File: src/rtl/adc_scan_consts.vh
/*
 * Scan sequencer constants: offsets, fields, reset values, codes, widths.
 * Assumes byte addresses, one 32-bit word a register.
 */
`ifndef ADC_SCAN_CONSTS_VH
`define ADC_SCAN_CONSTS_VH

// ==========================================================
// Widths
`define ADDR_W        8
`define DATA_W        32
`define RES_W         12
`define CH_W          3
`define SLOT_W        3
`define SLOTS         8
`define LIST_W        24
`define EV_W          4

// ==========================================================
// Register offsets
`define OFF_CTRL      8'h00
`define OFF_STAT      8'h04
`define OFF_MASK      8'h08
`define OFF_LIST      8'h0C
`define OFF_LOLIM     8'h10
`define OFF_HILIM     8'h14
`define OFF_ZC        8'h18
`define RES_PAGE      3'h1

// ==========================================================
// Control fields
`define CTRL_MODE     1:0
`define CTRL_SIMUL    2
`define CTRL_LEN      6:4
`define CTRL_START    8
`define CTRL_STOP     9

// Scan modes
`define MODE_ONCE     2'h0
`define MODE_TRIG     2'h1
`define MODE_LOOP     2'h2

// ==========================================================
// Status and mask fields
`define EV_EOS        0
`define EV_LO         1
`define EV_HI         2
`define EV_ZC         3
`define STAT_BUSY     8
`define STAT_ARMED    9
`define STAT_LOOP     10

// Zero-crossing fields and modes
`define ZC_MODE       1:0
`define ZC_OFFSET     27:16
`define ZC_OFF        2'h0
`define ZC_FALL       2'h1
`define ZC_RISE       2'h2
`define ZC_ANY        2'h3

// ==========================================================
// Reset values
`define RST_LIST      24'hFAC688
`define RST_LOLIM     12'h000
`define RST_HILIM     12'hFFF
`define RST_OFFSET    12'h800

`endif

File: src/rtl/scan_result_mem.v
/*
 * Result store, one word a slot, and the registered read port.
 * Assumes at most one write and one read a cycle.
 */
`timescale 1ns/1ps
`include "adc_scan_consts.vh"

module scan_result_mem #(
    parameter SLOTS  = `SLOTS,
    parameter RES_W  = `RES_W,
    parameter SLOT_W = `SLOT_W
) (
    input  wire                clk_sys,
    input  wire                resetn,
    input  wire                wr_en,
    input  wire [SLOT_W-1:0]   wr_slot,
    input  wire [RES_W-1:0]    wr_data,
    input  wire                rd_en,
    input  wire                rd_res,
    input  wire [SLOT_W-1:0]   rd_slot,
    input  wire [`DATA_W-1:0]  rd_other,
    output reg  [`DATA_W-1:0]  rd_q_r
);

    wire [RES_W-1:0] word_w [0:SLOTS-1];

    // ==========================================================
    // Storage words
    genvar i;
    generate
        for (i = 0; i < SLOTS; i = i + 1) begin : g_word
            reg [RES_W-1:0] word_r;
            // Cleared at reset so an early read is defined
            always @(posedge clk_sys) begin
                if (!resetn)
                    word_r <= {RES_W{1'b0}};
                else if (wr_en && (wr_slot == i))
                    word_r <= wr_data;
            end
            assign word_w[i] = word_r;
        end
    endgenerate

    // ==========================================================
    // Read port: data stand only in the cycle after the strobe
    always @(posedge clk_sys) begin
        if (!resetn)
            rd_q_r <= {`DATA_W{1'b0}};
        else if (rd_en && rd_res)
            rd_q_r <= {{(`DATA_W-RES_W){1'b0}}, word_w[rd_slot]};
        else if (rd_en)
            rd_q_r <= rd_other;
        else
            rd_q_r <= {`DATA_W{1'b0}};
    end

endmodule

File: src/rtl/scan_limit_check.v
/*
 * Per-result limit and zero-crossing checks, judged on each store.
 * Assumes one store a cycle; hit pulses follow one cycle later.
 */
`timescale 1ns/1ps
`include "adc_scan_consts.vh"

module scan_limit_check #(
    parameter SLOTS  = `SLOTS,
    parameter RES_W  = `RES_W,
    parameter SLOT_W = `SLOT_W
) (
    input  wire               clk_sys,
    input  wire               resetn,
    input  wire               chk_en,
    input  wire [SLOT_W-1:0]  chk_slot,
    input  wire [RES_W-1:0]   chk_data,
    input  wire [RES_W-1:0]   lo_lim,
    input  wire [RES_W-1:0]   hi_lim,
    input  wire [RES_W-1:0]   zc_offset,
    input  wire [1:0]         zc_mode,
    output reg                lo_hit_r,
    output reg                hi_hit_r,
    output reg                zc_hit_r
);

    wire [SLOTS-1:0] prev_pos_w;
    wire [SLOTS-1:0] seen_w;
    wire             pos_w  = (chk_data >= zc_offset);
    wire             prev_w = prev_pos_w[chk_slot];
    wire             seen   = seen_w[chk_slot];
    reg              zc_nxt;

    // ==========================================================
    // Last side of the offset, kept per slot
    genvar i;
    generate
        for (i = 0; i < SLOTS; i = i + 1) begin : g_side
            reg side_r;
            reg seen_r;
            always @(posedge clk_sys) begin
                if (!resetn) begin
                    side_r <= 1'b0;
                    seen_r <= 1'b0;
                end else if (chk_en && (chk_slot == i)) begin
                    side_r <= pos_w;
                    seen_r <= 1'b1;
                end
            end
            assign prev_pos_w[i] = side_r;
            assign seen_w[i]     = seen_r;
        end
    endgenerate

    // crossing decode
    // First sample of a slot has no history and never counts
    always @* begin
        case (zc_mode)
            `ZC_FALL: zc_nxt = seen & prev_w & ~pos_w;
            `ZC_RISE: zc_nxt = seen & ~prev_w & pos_w;
            `ZC_ANY:  zc_nxt = seen & (prev_w ^ pos_w);
            default:  zc_nxt = 1'b0;
        endcase
    end

    // ==========================================================
    // compare on store
    always @(posedge clk_sys) begin
        if (!resetn) begin
            lo_hit_r <= 1'b0;
            hi_hit_r <= 1'b0;
            zc_hit_r <= 1'b0;
        end else begin
            lo_hit_r <= chk_en & (chk_data < lo_lim);
            hi_hit_r <= chk_en & (chk_data > hi_lim);
            zc_hit_r <= chk_en & zc_nxt;
        end
    end

endmodule

File: src/rtl/adc_scan_sequencer.v
/*
 * Dual-converter scan sequencer: registers, scan modes, sequential or
 * paired sampling, result store and end-of-scan events.
 * Assumes converters taking a one-cycle start and a channel, answering
 * with a one-cycle done and a 12-bit result.
 */
// Added by the designer: the address-and-strobe port and the placing of the registers.
// Behaviour
// - Three modes: single scan then halt, scan per trigger, loop until stopped.
// - Control bit selects sequential or paired simultaneous conversion.
// - Sequential scan takes up to eight slots in channel-list order.
// - In sequential mode channels 4 to 7 use converter B, so one scan can use both.
// - Simultaneous mode starts both sample paths in the same cycle for each slot pair; an odd last slot starts converter A alone.
// - End of scan flags results below low or above high limit.
// - End of scan flags selectable zero crossings of the results.
`timescale 1ns/1ps
`include "adc_scan_consts.vh"

module adc_scan_sequencer (
    input  wire                 clk_sys,
    input  wire                 resetn,
    input  wire [`ADDR_W-1:0]   bus_addr,
    input  wire [`DATA_W-1:0]   bus_wdata,
    input  wire                 bus_wr,
    input  wire                 bus_rd,
    output wire [`DATA_W-1:0]   bus_rdata,
    input  wire                 scan_trig,
    output reg                  conv_start_a,
    output reg  [`CH_W-1:0]     conv_chan_a,
    input  wire                 conv_done_a,
    input  wire [`RES_W-1:0]    conv_data_a,
    output reg                  conv_start_b,
    output reg  [`CH_W-1:0]     conv_chan_b,
    input  wire                 conv_done_b,
    input  wire [`RES_W-1:0]    conv_data_b,
    output reg                  scan_busy,
    output reg                  irq
);

    // ==========================================================
    // States, one-hot
    localparam [5:0] ST_IDLE  = 6'h01;
    localparam [5:0] ST_ISSUE = 6'h02;
    localparam [5:0] ST_WAIT  = 6'h04;
    localparam [5:0] ST_STA   = 6'h08;
    localparam [5:0] ST_STB   = 6'h10;
    localparam [5:0] ST_EOS   = 6'h20;

    // Channel of a list slot
    function [`CH_W-1:0] chan_of;
        input [`LIST_W-1:0] lst;
        input [`SLOT_W-1:0] idx;
        begin
            chan_of = lst[({2'b00, idx} + {1'b0, idx, 1'b0}) +: `CH_W];
        end
    endfunction

    // ==========================================================
    // Registers
    reg  [1:0]          mode_r;
    reg                 simul_r;
    reg  [2:0]          len_r;
    reg  [`LIST_W-1:0]  list_r;
    reg  [`RES_W-1:0]   lolim_r;
    reg  [`RES_W-1:0]   hilim_r;
    reg  [1:0]          zc_mode_r;
    reg  [`RES_W-1:0]   offset_r;
    reg  [`EV_W-1:0]    mask_r;
    reg  [`EV_W-1:0]    sts_r;
    reg  [`EV_W-1:0]    sts_nxt;
    reg                 armed_r;
    reg                 loop_r;
    reg  [5:0]          state_r;
    reg  [`SLOT_W-1:0]  idx_r;
    reg  [`SLOT_W-1:0]  slot_a_r;
    reg  [`SLOT_W-1:0]  slot_b_r;
    reg                 need_a_r;
    reg                 need_b_r;
    reg                 got_a_r;
    reg                 got_b_r;
    reg  [`RES_W-1:0]   hold_a_r;
    reg  [`RES_W-1:0]   hold_b_r;
    reg  [2:0]          pend_r;
    reg                 mem_we;
    reg  [`SLOT_W-1:0]  mem_slot;
    reg  [`RES_W-1:0]   mem_data;
    reg  [`DATA_W-1:0]  rd_other;

    wire                lo_hit;
    wire                hi_hit;
    wire                zc_hit;

    // ==========================================================
    // Bus decode
    wire wr_ctrl  = bus_wr && (bus_addr == `OFF_CTRL);
    wire wr_stat  = bus_wr && (bus_addr == `OFF_STAT);
    wire start_wr = wr_ctrl && bus_wdata[`CTRL_START];
    wire stop_wr  = wr_ctrl && bus_wdata[`CTRL_STOP];
    wire rd_res   = (bus_addr[7:5] == `RES_PAGE) && (bus_addr[1:0] == 2'h0);
    wire [1:0] new_mode = bus_wdata[`CTRL_MODE];

    // scan launch
    // Start in triggered mode only arms; a trigger then runs a scan only if it comes in ST_IDLE
    wire go_scan = (start_wr && (new_mode != `MODE_TRIG)) ||
                   (armed_r && scan_trig && !stop_wr);

    // Pair and slot arithmetic
    wire [`SLOT_W-1:0] idx_p1  = idx_r + 3'h1;
    wire               has_pair = (idx_r < len_r);
    wire [`CH_W-1:0]   ch_first = chan_of(list_r, idx_r);
    wire [`CH_W-1:0]   ch_pair  = chan_of(list_r, idx_p1);
    wire               step_two = simul_r && has_pair;
    wire               last_pos = step_two ? (idx_p1 >= len_r) : (idx_r >= len_r);
    wire               all_got  = (got_a_r || !need_a_r) && (got_b_r || !need_b_r);

    // ==========================================================
    // Configuration registers
    always @(posedge clk_sys) begin
        if (!resetn) begin
            mode_r    <= `MODE_ONCE;
            simul_r   <= 1'b0;
            len_r     <= 3'h7;
            list_r    <= `RST_LIST;
            lolim_r   <= `RST_LOLIM;
            hilim_r   <= `RST_HILIM;
            zc_mode_r <= `ZC_OFF;
            offset_r  <= `RST_OFFSET;
            mask_r    <= {`EV_W{1'b0}};
        end else if (bus_wr) begin
            case (bus_addr)
                `OFF_CTRL: begin
                    mode_r  <= new_mode;
                    simul_r <= bus_wdata[`CTRL_SIMUL];
                    len_r   <= bus_wdata[`CTRL_LEN];
                end
                `OFF_MASK:  mask_r  <= bus_wdata[`EV_W-1:0];
                `OFF_LIST:  list_r  <= bus_wdata[`LIST_W-1:0];
                `OFF_LOLIM: lolim_r <= bus_wdata[`RES_W-1:0];
                `OFF_HILIM: hilim_r <= bus_wdata[`RES_W-1:0];
                `OFF_ZC: begin
                    zc_mode_r <= bus_wdata[`ZC_MODE];
                    offset_r  <= bus_wdata[`ZC_OFFSET];
                end
                default: ;
            endcase
        end
    end

    // ==========================================================
    // sticky events
    // A set in the same cycle as a write-one clear wins
    always @* begin
        sts_nxt = sts_r & ~(wr_stat ? bus_wdata[`EV_W-1:0] : {`EV_W{1'b0}});
        if (state_r == ST_EOS) begin
            sts_nxt[`EV_EOS] = 1'b1;
            sts_nxt[`EV_LO] = sts_nxt[`EV_LO] | pend_r[0] | lo_hit;
            sts_nxt[`EV_HI] = sts_nxt[`EV_HI] | pend_r[1] | hi_hit;
            sts_nxt[`EV_ZC] = sts_nxt[`EV_ZC] | pend_r[2] | zc_hit;
        end
    end

    // masked interrupt
    // Registered from the next status, so it moves with it
    always @(posedge clk_sys) begin
        if (!resetn) begin
            sts_r <= {`EV_W{1'b0}};
            irq   <= 1'b0;
        end else begin
            sts_r <= sts_nxt;
            irq   <= |(sts_nxt & mask_r);
        end
    end

    // ==========================================================
    // Scan state machine
    always @(posedge clk_sys) begin
        if (!resetn) begin
            state_r      <= ST_IDLE;
            armed_r      <= 1'b0;
            loop_r       <= 1'b0;
            idx_r        <= {`SLOT_W{1'b0}};
            slot_a_r     <= {`SLOT_W{1'b0}};
            slot_b_r     <= {`SLOT_W{1'b0}};
            need_a_r     <= 1'b0;
            need_b_r     <= 1'b0;
            got_a_r      <= 1'b0;
            got_b_r      <= 1'b0;
            hold_a_r     <= {`RES_W{1'b0}};
            hold_b_r     <= {`RES_W{1'b0}};
            pend_r       <= 3'h0;
            conv_start_a <= 1'b0;
            conv_start_b <= 1'b0;
            conv_chan_a  <= {`CH_W{1'b0}};
            conv_chan_b  <= {`CH_W{1'b0}};
            scan_busy    <= 1'b0;
        end else begin
            conv_start_a <= 1'b0;
            conv_start_b <= 1'b0;
            if (stop_wr) begin
                armed_r <= 1'b0;
                loop_r  <= 1'b0;
            end else if (start_wr) begin
                armed_r <= (new_mode == `MODE_TRIG);
                loop_r  <= (new_mode == `MODE_LOOP);
            end
            // Late results are caught in every state but ST_ISSUE, which clears the got flags
            if (conv_done_a) begin
                got_a_r  <= 1'b1;
                hold_a_r <= conv_data_a;
            end
            if (conv_done_b) begin
                got_b_r  <= 1'b1;
                hold_b_r <= conv_data_b;
            end
            // Hit pulses lag the store by one cycle
            pend_r <= pend_r | {zc_hit, hi_hit, lo_hit};
            case (state_r)
                ST_IDLE: begin
                    if (go_scan) begin
                        state_r   <= ST_ISSUE;
                        idx_r     <= {`SLOT_W{1'b0}};
                        pend_r    <= 3'h0;
                        scan_busy <= 1'b1;
                    end
                end
                ST_ISSUE: begin
                    got_a_r  <= 1'b0;
                    got_b_r  <= 1'b0;
                    slot_a_r <= idx_r;
                    state_r  <= ST_WAIT;
                    if (simul_r) begin
                        conv_start_a <= 1'b1;
                        conv_chan_a  <= ch_first;
                        need_a_r     <= 1'b1;
                        conv_start_b <= has_pair;
                        conv_chan_b  <= ch_pair;
                        need_b_r     <= has_pair;
                        slot_b_r     <= idx_p1;
                    end else begin
                        conv_start_a <= ~ch_first[`CH_W-1];
                        conv_start_b <= ch_first[`CH_W-1];
                        conv_chan_a  <= ch_first;
                        conv_chan_b  <= ch_first;
                        need_a_r     <= ~ch_first[`CH_W-1];
                        need_b_r     <= ch_first[`CH_W-1];
                        slot_b_r     <= idx_r;
                    end
                end
                ST_WAIT: begin
                    if (all_got)
                        state_r <= ST_STA;
                end
                ST_STA: state_r <= ST_STB;
                ST_STB: begin
                    idx_r   <= step_two ? (idx_r + 3'h2) : idx_p1;
                    state_r <= last_pos ? ST_EOS : ST_ISSUE;
                end
                ST_EOS: begin
                    pend_r <= 3'h0;
                    if (loop_r && !stop_wr) begin
                        state_r <= ST_ISSUE;
                        idx_r   <= {`SLOT_W{1'b0}};
                    end else begin
                        state_r   <= ST_IDLE;
                        scan_busy <= 1'b0;
                    end
                end
                default: state_r <= ST_IDLE;
            endcase
        end
    end

    // ==========================================================
    // store path
    // One write port: paired results go in over two cycles
    always @* begin
        mem_we   = 1'b0;
        mem_slot = slot_a_r;
        mem_data = hold_a_r;
        if (state_r == ST_STA) begin
            mem_we = need_a_r;
        end else if (state_r == ST_STB) begin
            mem_we   = need_b_r;
            mem_slot = slot_b_r;
            mem_data = hold_b_r;
        end
    end

    // Read view of the non-result registers
    always @* begin
        case (bus_addr)
            `OFF_CTRL:  rd_other = {25'h0000000, len_r, 1'b0, simul_r, mode_r};
            `OFF_STAT:  rd_other = {21'h000000, loop_r, armed_r, scan_busy,
                                    4'h0, sts_r};
            `OFF_MASK:  rd_other = {28'h0000000, mask_r};
            `OFF_LIST:  rd_other = {8'h00, list_r};
            `OFF_LOLIM: rd_other = {20'h00000, lolim_r};
            `OFF_HILIM: rd_other = {20'h00000, hilim_r};
            `OFF_ZC:    rd_other = {4'h0, offset_r, 14'h0000, zc_mode_r};
            default:    rd_other = {`DATA_W{1'b0}};
        endcase
    end

    // ==========================================================
    // Result store and register read port
    scan_result_mem u_mem (
        .clk_sys  (clk_sys),
        .resetn   (resetn),
        .wr_en    (mem_we),
        .wr_slot  (mem_slot),
        .wr_data  (mem_data),
        .rd_en    (bus_rd),
        .rd_res   (rd_res),
        .rd_slot  (bus_addr[4:2]),
        .rd_other (rd_other),
        .rd_q_r   (bus_rdata)
    );

    // Limit and crossing checks
    scan_limit_check u_chk (
        .clk_sys   (clk_sys),
        .resetn    (resetn),
        .chk_en    (mem_we),
        .chk_slot  (mem_slot),
        .chk_data  (mem_data),
        .lo_lim    (lolim_r),
        .hi_lim    (hilim_r),
        .zc_offset (offset_r),
        .zc_mode   (zc_mode_r),
        .lo_hit_r  (lo_hit),
        .hi_hit_r  (hi_hit),
        .zc_hit_r  (zc_hit)
    );

endmodule

File: config.mk
export PLATFORM = sky130hd
export DESIGN_NAME = adc_scan_sequencer
export DESIGN_NICKNAME = d
export VERILOG_FILES = /design/src/rtl/scan_result_mem.v /design/src/rtl/scan_limit_check.v /design/src/rtl/adc_scan_sequencer.v
export VERILOG_INCLUDE_DIRS = /design/src /design/src/rtl
export SDC_FILE = /design/constraint.sdc
export NUM_CORES = 1
export LEC_CHECK = 0
export ABC_AREA = 0
export BUFFER_PORTS_ARGS = -buffer_cell sky130_fd_sc_hd__clkbuf_2
export CAP_MARGIN = 25
export CELL_PAD_IN_SITES_DETAIL_PLACEMENT = 1
export CELL_PAD_IN_SITES_GLOBAL_PLACEMENT = 1
export CORE_UTILIZATION = 30
export DETAILED_ROUTE_END_ITERATION = 8
export PLACE_DENSITY = 0.58
export SETUP_SLACK_MARGIN = 0.02
export SLEW_MARGIN = 20
export SYNTH_ARGS = -nofsm -noshare
export SYNTH_HDL_FRONTEND = slang
export SYNTH_SLANG_ARGS = --single-unit
File: constraint.sdc
create_clock -name clk_sys -period 10.5 [get_ports clk_sys]
set_input_delay 0.525 -clock clk_sys [delete_from_list [all_inputs] [get_ports clk_sys]]
set_output_delay 0.525 -clock clk_sys [all_outputs]
set_load 0.02 [all_outputs]
Word level (Yosys, flattened, before mapping):

Index checks and enable logic that the tools add are counted.

* input bits: 71
* word-level logic and storage cells: 210
* output and inout port bits: 42
* register bits: 277

* magnitude comparators: 8
* equality and inequality tests: 30
* reductions and logical operators: 45
* multiplexer cells: 38
* shift operators: 2
* bitwise operators: 25
* $add $sub $neg: 4

Operators by type and width (count)
* $pmux 28 s7: 1
* $mux 12: 6
* $shiftx 24x6->3: 2
* $bmux 12 s3: 1
* $pmux 6 s6: 1
* $eq 8x5->1 const B: 3
* $mux 3: 8
* $logic_and 1x1->1: 20
* $mux 6: 3
* $eq 8x4->1 const B: 2
* $reduce_and 2->1: 8
* $eq 3x3->1 const B: 4
* $ge 12x12->1: 1
* $gt 12x12->1: 1
* $lt 12x12->1: 1
* $add 3x4->5: 2
* $mux 1: 9
* $pmux 3 s3: 1
* $and 1x1->1: 8
* $and 4x4->4: 2
* $eq 8x3->1 const B: 1
* $logic_not 8->1: 1
* $mux 4: 2
* $bmux 1 s3: 2
* other kinds (38): 62

Longest topological paths before layout:

* word-level depth: 10
* mapped depth: 15
* mapped depth without buffers: 12

Hierarchy:

From an unflattened synthesis, not the netlist that was laid out.

* cells, all modules: 1635
* area, all modules: 14317.5 um2

By module, submodules not included
* adc_scan_sequencer: area an instance 7265.7 um2, instances 1, cells each 859
* scan_result_mem: area an instance 5444.0 um2, instances 1, cells each 595
* scan_limit_check: area an instance 1607.8 um2, instances 1, cells each 181

Worst setup path after synthesis:

No wires, ideal clock.

* path type: flip-flop to flip-flop
* start point: register idx_r[0]
* end point: register conv_chan_b[2]
* required time: 10.413 ns
* arrival time: 3.459 ns
* stages on the path, launching flop included: 13
* setup slack: 6.953 ns
* period minus slack after synthesis: 3.547 ns
* cells stage by stage: dfxtp_1 clkbuf_1 inv_2 ha_1 buf_2 buf_2 inv_1 ha_1 a21oi_1 mux4_2 mux2_2 o211a_1 o31ai_1

* longest elaborated chain between the ends: 4
* elaborated cells between the ends (all ways): 6
* classes of those cells: 3 x add/sub; 2 x shift; 1 x mux

Ends and longest elaborated chain
* from (decl): line adc_scan_sequencer.v:74 `` reg [`SLOT_W-1:0] idx_r; ``
* from (signal assigned): line adc_scan_sequencer.v:181 `` idx_r <= {`SLOT_W{1'b0}}; ``
* from (signal assigned): line adc_scan_sequencer.v:221 `` idx_r <= {`SLOT_W{1'b0}}; ``
* from (signal assigned): line adc_scan_sequencer.v:255 `idx_r <= step_two ? (idx_r + 3'h2) : idx_p1;`
* $add 3x1->3: line adc_scan_sequencer.v:108 `` wire [`SLOT_W-1:0] idx_p1 = idx_r + 3'h1; ``
* $add 3x4->5: line adc_scan_sequencer.v:54 `` chan_of = lst[({2'b00, idx} + {1'b0, idx, 1'b0}) +: `CH_W]; ``
* $shiftx 24x6->3: line adc_scan_sequencer.v:54
* $mux 3 *: line adc_scan_sequencer.v:231 `if (simul_r) begin`
* to (signal assigned): line adc_scan_sequencer.v:194 `` conv_chan_b <= {`CH_W{1'b0}}; ``
* to (signal assigned): line adc_scan_sequencer.v:236 `conv_chan_b <= ch_pair;`
* to (signal assigned): line adc_scan_sequencer.v:243 `conv_chan_b <= ch_first;`
* to (decl): line adc_scan_sequencer.v:33 `` output reg [`CH_W-1:0] conv_chan_b, ``

Every way passes the cells marked *; elsewhere a longest branch is shown, timed or not.
A chain may end at the register's enable or synchronous reset.

Worst setup path after layout:

* start point: register state_r[4]
* end point: register u_chk.zc_hit_r

* elaborated cells between the ends (all ways): 23
* classes of those cells: 1 x order compare; 2 x eq/ne; 11 x mux; 9 x bitwise

RTL lines
* from (decl): line adc_scan_sequencer.v:73 `reg [5:0] state_r;`
* from (signal assigned): line adc_scan_sequencer.v:256 `state_r <= last_pos ? ST_EOS : ST_ISSUE;`
* $eq 6x5->1: line adc_scan_sequencer.v:282 `end else if (state_r == ST_STB) begin`
* $mux 12: line adc_scan_sequencer.v:282
* $mux 12 *: line adc_scan_sequencer.v:280 `if (state_r == ST_STA) begin`
* via mem_data[6]: line adc_scan_sequencer.v:86 `` reg [`RES_W-1:0] mem_data; ``
* $ge 12x12->1 *: line scan_limit_check.v:29 `wire pos_w = (chk_data >= zc_offset);`
* $xor 1x1->1 / $not 1->1 (equally long branches): line scan_limit_check.v:61, scan_limit_check.v:59
* $and 1x1->1, on equally long branches: line scan_limit_check.v:61, scan_limit_check.v:59
* $pmux 1 s3 *: line scan_limit_check.v:58 `case (zc_mode)`
* $and 1x1->1 *: line scan_limit_check.v:76 `zc_hit_r <= chk_en & zc_nxt;`
* to (signal assigned): line scan_limit_check.v:76
* to (decl): line scan_limit_check.v:24 `output reg zc_hit_r`

The timed path passes the listed nets; every way through them passes the cells marked *. The select of a mux whose other input is x is not followed.

==> summary.md <==
| Metric | Value |
|---|---|
| Status | `finished clean` |
| Fmax | `227.6 MHz` |
| Chip width | `212.7 um` |
| RSZ-0062 raised after global routing | `false` |
| Syn-to-layout area delta | `16.29%` |
| Yosys warns | `0` |
| Setup bufs post-CTS | `0` |
| Register share of total power | `44.2%` |
| Critical Path End | `u_chk.zc_hit_r` |
| Clk_skew | `0.03100 ns` |
| Mapped Cells | `1,513` |
| Top-area cell type share of the netlist area | `41.65%` |
| Std cell rows | `76` |
| Worst Setup SP | `state_r[4]` |
| Reg-to-reg startpoint | `state_r[4]` |
| Mapped cell area | `0.01332 mm^2` |
| FF-to-FF End | `u_chk.zc_hit_r` |
| Biggest area consumer among synthesized cells | `dfxtp_1` |
| Largest net degree at the start of global routing | `97` |
| Crit path DAT | `4.86 ns` |
| Startpoint types | `flop` |
| Gr ovfl total | `0` |
| Core area | `0.04346 mm^2` |
| Commonest cells post-synth | `dfxtp_1 (277), nor2_1 (215), nand2_1 (184), a21oi_1 (116), a211oi_1 (109)` |
| CP Class | `reg -> reg` |
| Initial Util | `30.64%` |
| # fillers | `5,095` |
| Syn_area_per_cell | `8.801 um^2` |
| P_sw | `0.0006340 W` |
| CTS buffer count | `34` |
| Max VDD drop | `0.09396 mV` |
| CP cell instances | `nor2b_1 -> nand2_2 -> mux2i_2 -> inv_1 -> ha_1 -> a21o_1 -> a21oi_1 -> o21ai_0 -> a21oi_1 -> clkbuf_4 -> or4b_1 -> a21oi_1` |
| Dpl cell area | `0.01434 mm^2` |
| Crit share post-route | `41.85%` |
| Post-DRT Antenna Nets | `0` |
| Setup TNS | `0 ns` |
| R2r setup slk | `6.11 ns` |
| # IOs | `113` |
| CP peak stage delay | `0.85 ns` |
| Nets@finish | `1,694` |
| Sequential cell area | `0.005545 mm^2` |
| Vias in the first global route | `11,690` |
| Reg clk slew, reported paths | `0.06 ns` |
| First-pass GRT wire length | `69,640 um` |
| Worst Path Required | `10.97 ns` |
| Logic pwr share | `8.6%` |
| Port bufs | `104` |
| Number of synthesized register bits | `277` |
| Clock share of power | `47.3%` |
| Slowest CP cell | `mux2i_2` |
| Most frequent cell after synthesis | `dfxtp_1` |
| Initial antenna violation count | `0` |
| DPL Wire Length | `31,370 um` |
| Max-slew violations | `0` |
| Post-Route WL | `44,850 um` |
| R2R cell count | `12` |
| Final Setup Violations | `0` |
| Gpl congestion | `0.8487` |
| CTS root buf | `clkbuf_16` |
| Drt drc | `0` |
| Hold Violations, Final | `0` |
| Relative slew slack | `35.58%` |
| Number of different library cells in the post-synthesis netlist | `70` |
| Post-synth EDFFs | `0` |
| Area of the multi-input gates | `0.007089 mm^2` |
| Most area-consuming cells after synthesis | `dfxtp_1 (42%), mux4_2 (6.3%), a211oi_1 (6.1%)` |
| Vias | `11,450` |
| Int Power | `0.001832 W` |
| Pre-Repair DR Iteration Count | `5` |
| Fraction of layout cells with a size suffix above 1 | `16.17%` |
| Crit. End Element | `flop` |
| CP dominant cell by count | `a21oi_1` |
| Wirelength per Cell | `20.56 um` |
| Max Cap Violations | `0` |
| Post-route cell area | `0.01548 mm^2` |
| Critical Path Fanout Max | `20` |
| CTS Buffer Depth | `3` |
| Full die area | `0.04523 mm^2` |
| Static Leakage | `6.149 nW` |
| Least-Margin Pin Slew | `0.9663 ns` |
| Async S/R FF share, synth | `0%` |
| Via-per-instance ratio | `5.251` |
| Initial DRC count | `808` |
| Clk_lat worst skew | `0.55 ns` |
| Primary FF master, synth | `dfxtp_1` |
| Clock sink count | `277` |
| Final min period | `4.395 ns` |
| Power density over the cells | `159.3 mW/mm^2` |
| CTS tree | `built` |
| DIE HEIGHT | `212.7 um` |
| HP Class | `in -> reg` |
| Register area share after synthesis | `41.65%` |
| Total track usage | `20.22%` |
| Util after Layout | `35.63%` |
| Switching Fraction | `25.71%` |
| Antenna cells | `0` |
| H-tree depth | `2` |
| CTS Hold Buffers Added | `0` |
| Post-CTS sizing | `0` |
[per-layer routing]
layer | part of all wire [%] | vias to the layer above | track usage (%)
met5 | 0 | - | 0
met4 | 1.9 | 0 | 5.011
met3 | 3.2 | 52 | 2.839
met2 | 49 | 186 | 34.56
met1 | 46 | 5727 | 26.70
li1 | - | 5488 | -
[kinds of logic (layout without fill, tap and decap cells)]
logic type,after synthesis,in the layout,synth area share [%]
flops,277,277,41.65
fa+ha+maj,48,48,4.567
xor+xnor,6,6,0.3947
buf+inv,175,255,5.347
compound gates,357,357,17.86
other cells,1,4,0.02816
mux,128,128,13.24
simple gates,521,521,16.91
[placed cells by master (no fill, tap or decap), types with 8 or more instances in the layout]
cell,netlist,layout
dfxtp_1,277,277
nor2_1,215,215
nand2_1,184,184
a21oi_1,116,116
a211oi_1,109,109
clkbuf_2,0,104
mux2i_1,78,76
inv_1,62,62
ha_1,47,46
mux4_2,37,37
nand3_1,35,35
clkbuf_16,0,35
o21ai_0,32,32
buf_4,5,25
o211ai_1,21,21
a22oi_1,17,17
and2_1,11,12
mux2_2,12,12
a21o_1,11,11
nand2b_1,10,10
nor2b_1,9,9
nor3_1,11,9
a222oi_1,9,9
nand4_1,8,8
clkbuf_8,0,8
[critical path: cells and delay by family, from the launching register on]
family          cells  cell delay (ns)
fa+ha+maj           1             0.38
mux                 1             0.85
simple gates        3             1.52
buf+inv             2             0.49
flops               1             0.46
compound gates      5             0.60
[worst min-delay path by stage]
stage                             start          to  slack [ns]  cells after the start
after floorplan               pend_r[2]   pend_r[2]        0.43                      2
after global placement        pend_r[2]   pend_r[2]        0.44                      2
after detailed placement      pend_r[2]   pend_r[2]        0.45                      2
after CTS                 bus_wdata[15]  list_r[15]        0.17                      3
after global routing      bus_wdata[15]  list_r[15]        0.19                      3
final                     bus_wdata[15]  list_r[15]        0.20                      3
[power groups by stage]
stage	Sequential (W)	Clock, W	Combinational, W
3_5_place_dp	0.00111	0	0.000208
4_1_cts	0.00109	0.00120	0.000210
6_report	0.00109	0.00117	0.000211
5_1_grt	0.00109	0.00124	0.000232
3_3_place_gp	0.00111	0	0.000206
2_1_floorplan	0.00110	0	0.000138
[area by class of cell]
type,count,area share [%]
Multi-Input combinational cell,1064,45.78
Sequential cell,277,35.81
Clock buffer,47,6.464
Timing Repair Buffer,134,5.050
Tap cell,585,4.727
Inverter,64,1.584
Clock inverter,10,0.5818
[through the flow]
stage / hold slack (ns) / instances / setup WS [ns] / power (W)
global placement: 0.4428 / 2117 / 5.506 / 0.001317
finish: 0.1954 / 2181 / 6.105 / 0.002466
CTS: 0.1712 / 2176 / 5.749 / 0.002497
global route: 0.1891 / 2181 / 5.921 / 0.002565
detailed placement: 0.4519 / 2119 / 5.795 / 0.001319
floorplan: 0.4294 / 1516 / 6.953 / 0.001241
[flip-flops by register name, summed over array words and instances (netlist names), 4 cells and up]
register	cells
u_mem.rd_q_r	28
lolim_r	12
u_mem.g_word.word_r	96
hilim_r	12
u_chk.g_side.seen_r	8
sts_r	4
u_chk.g_side.side_r	8
list_r	24
mask_r	4
hold_b_r	12
offset_r	12
state_r	6
hold_a_r	12
Power figures use the tool's default switching activity.
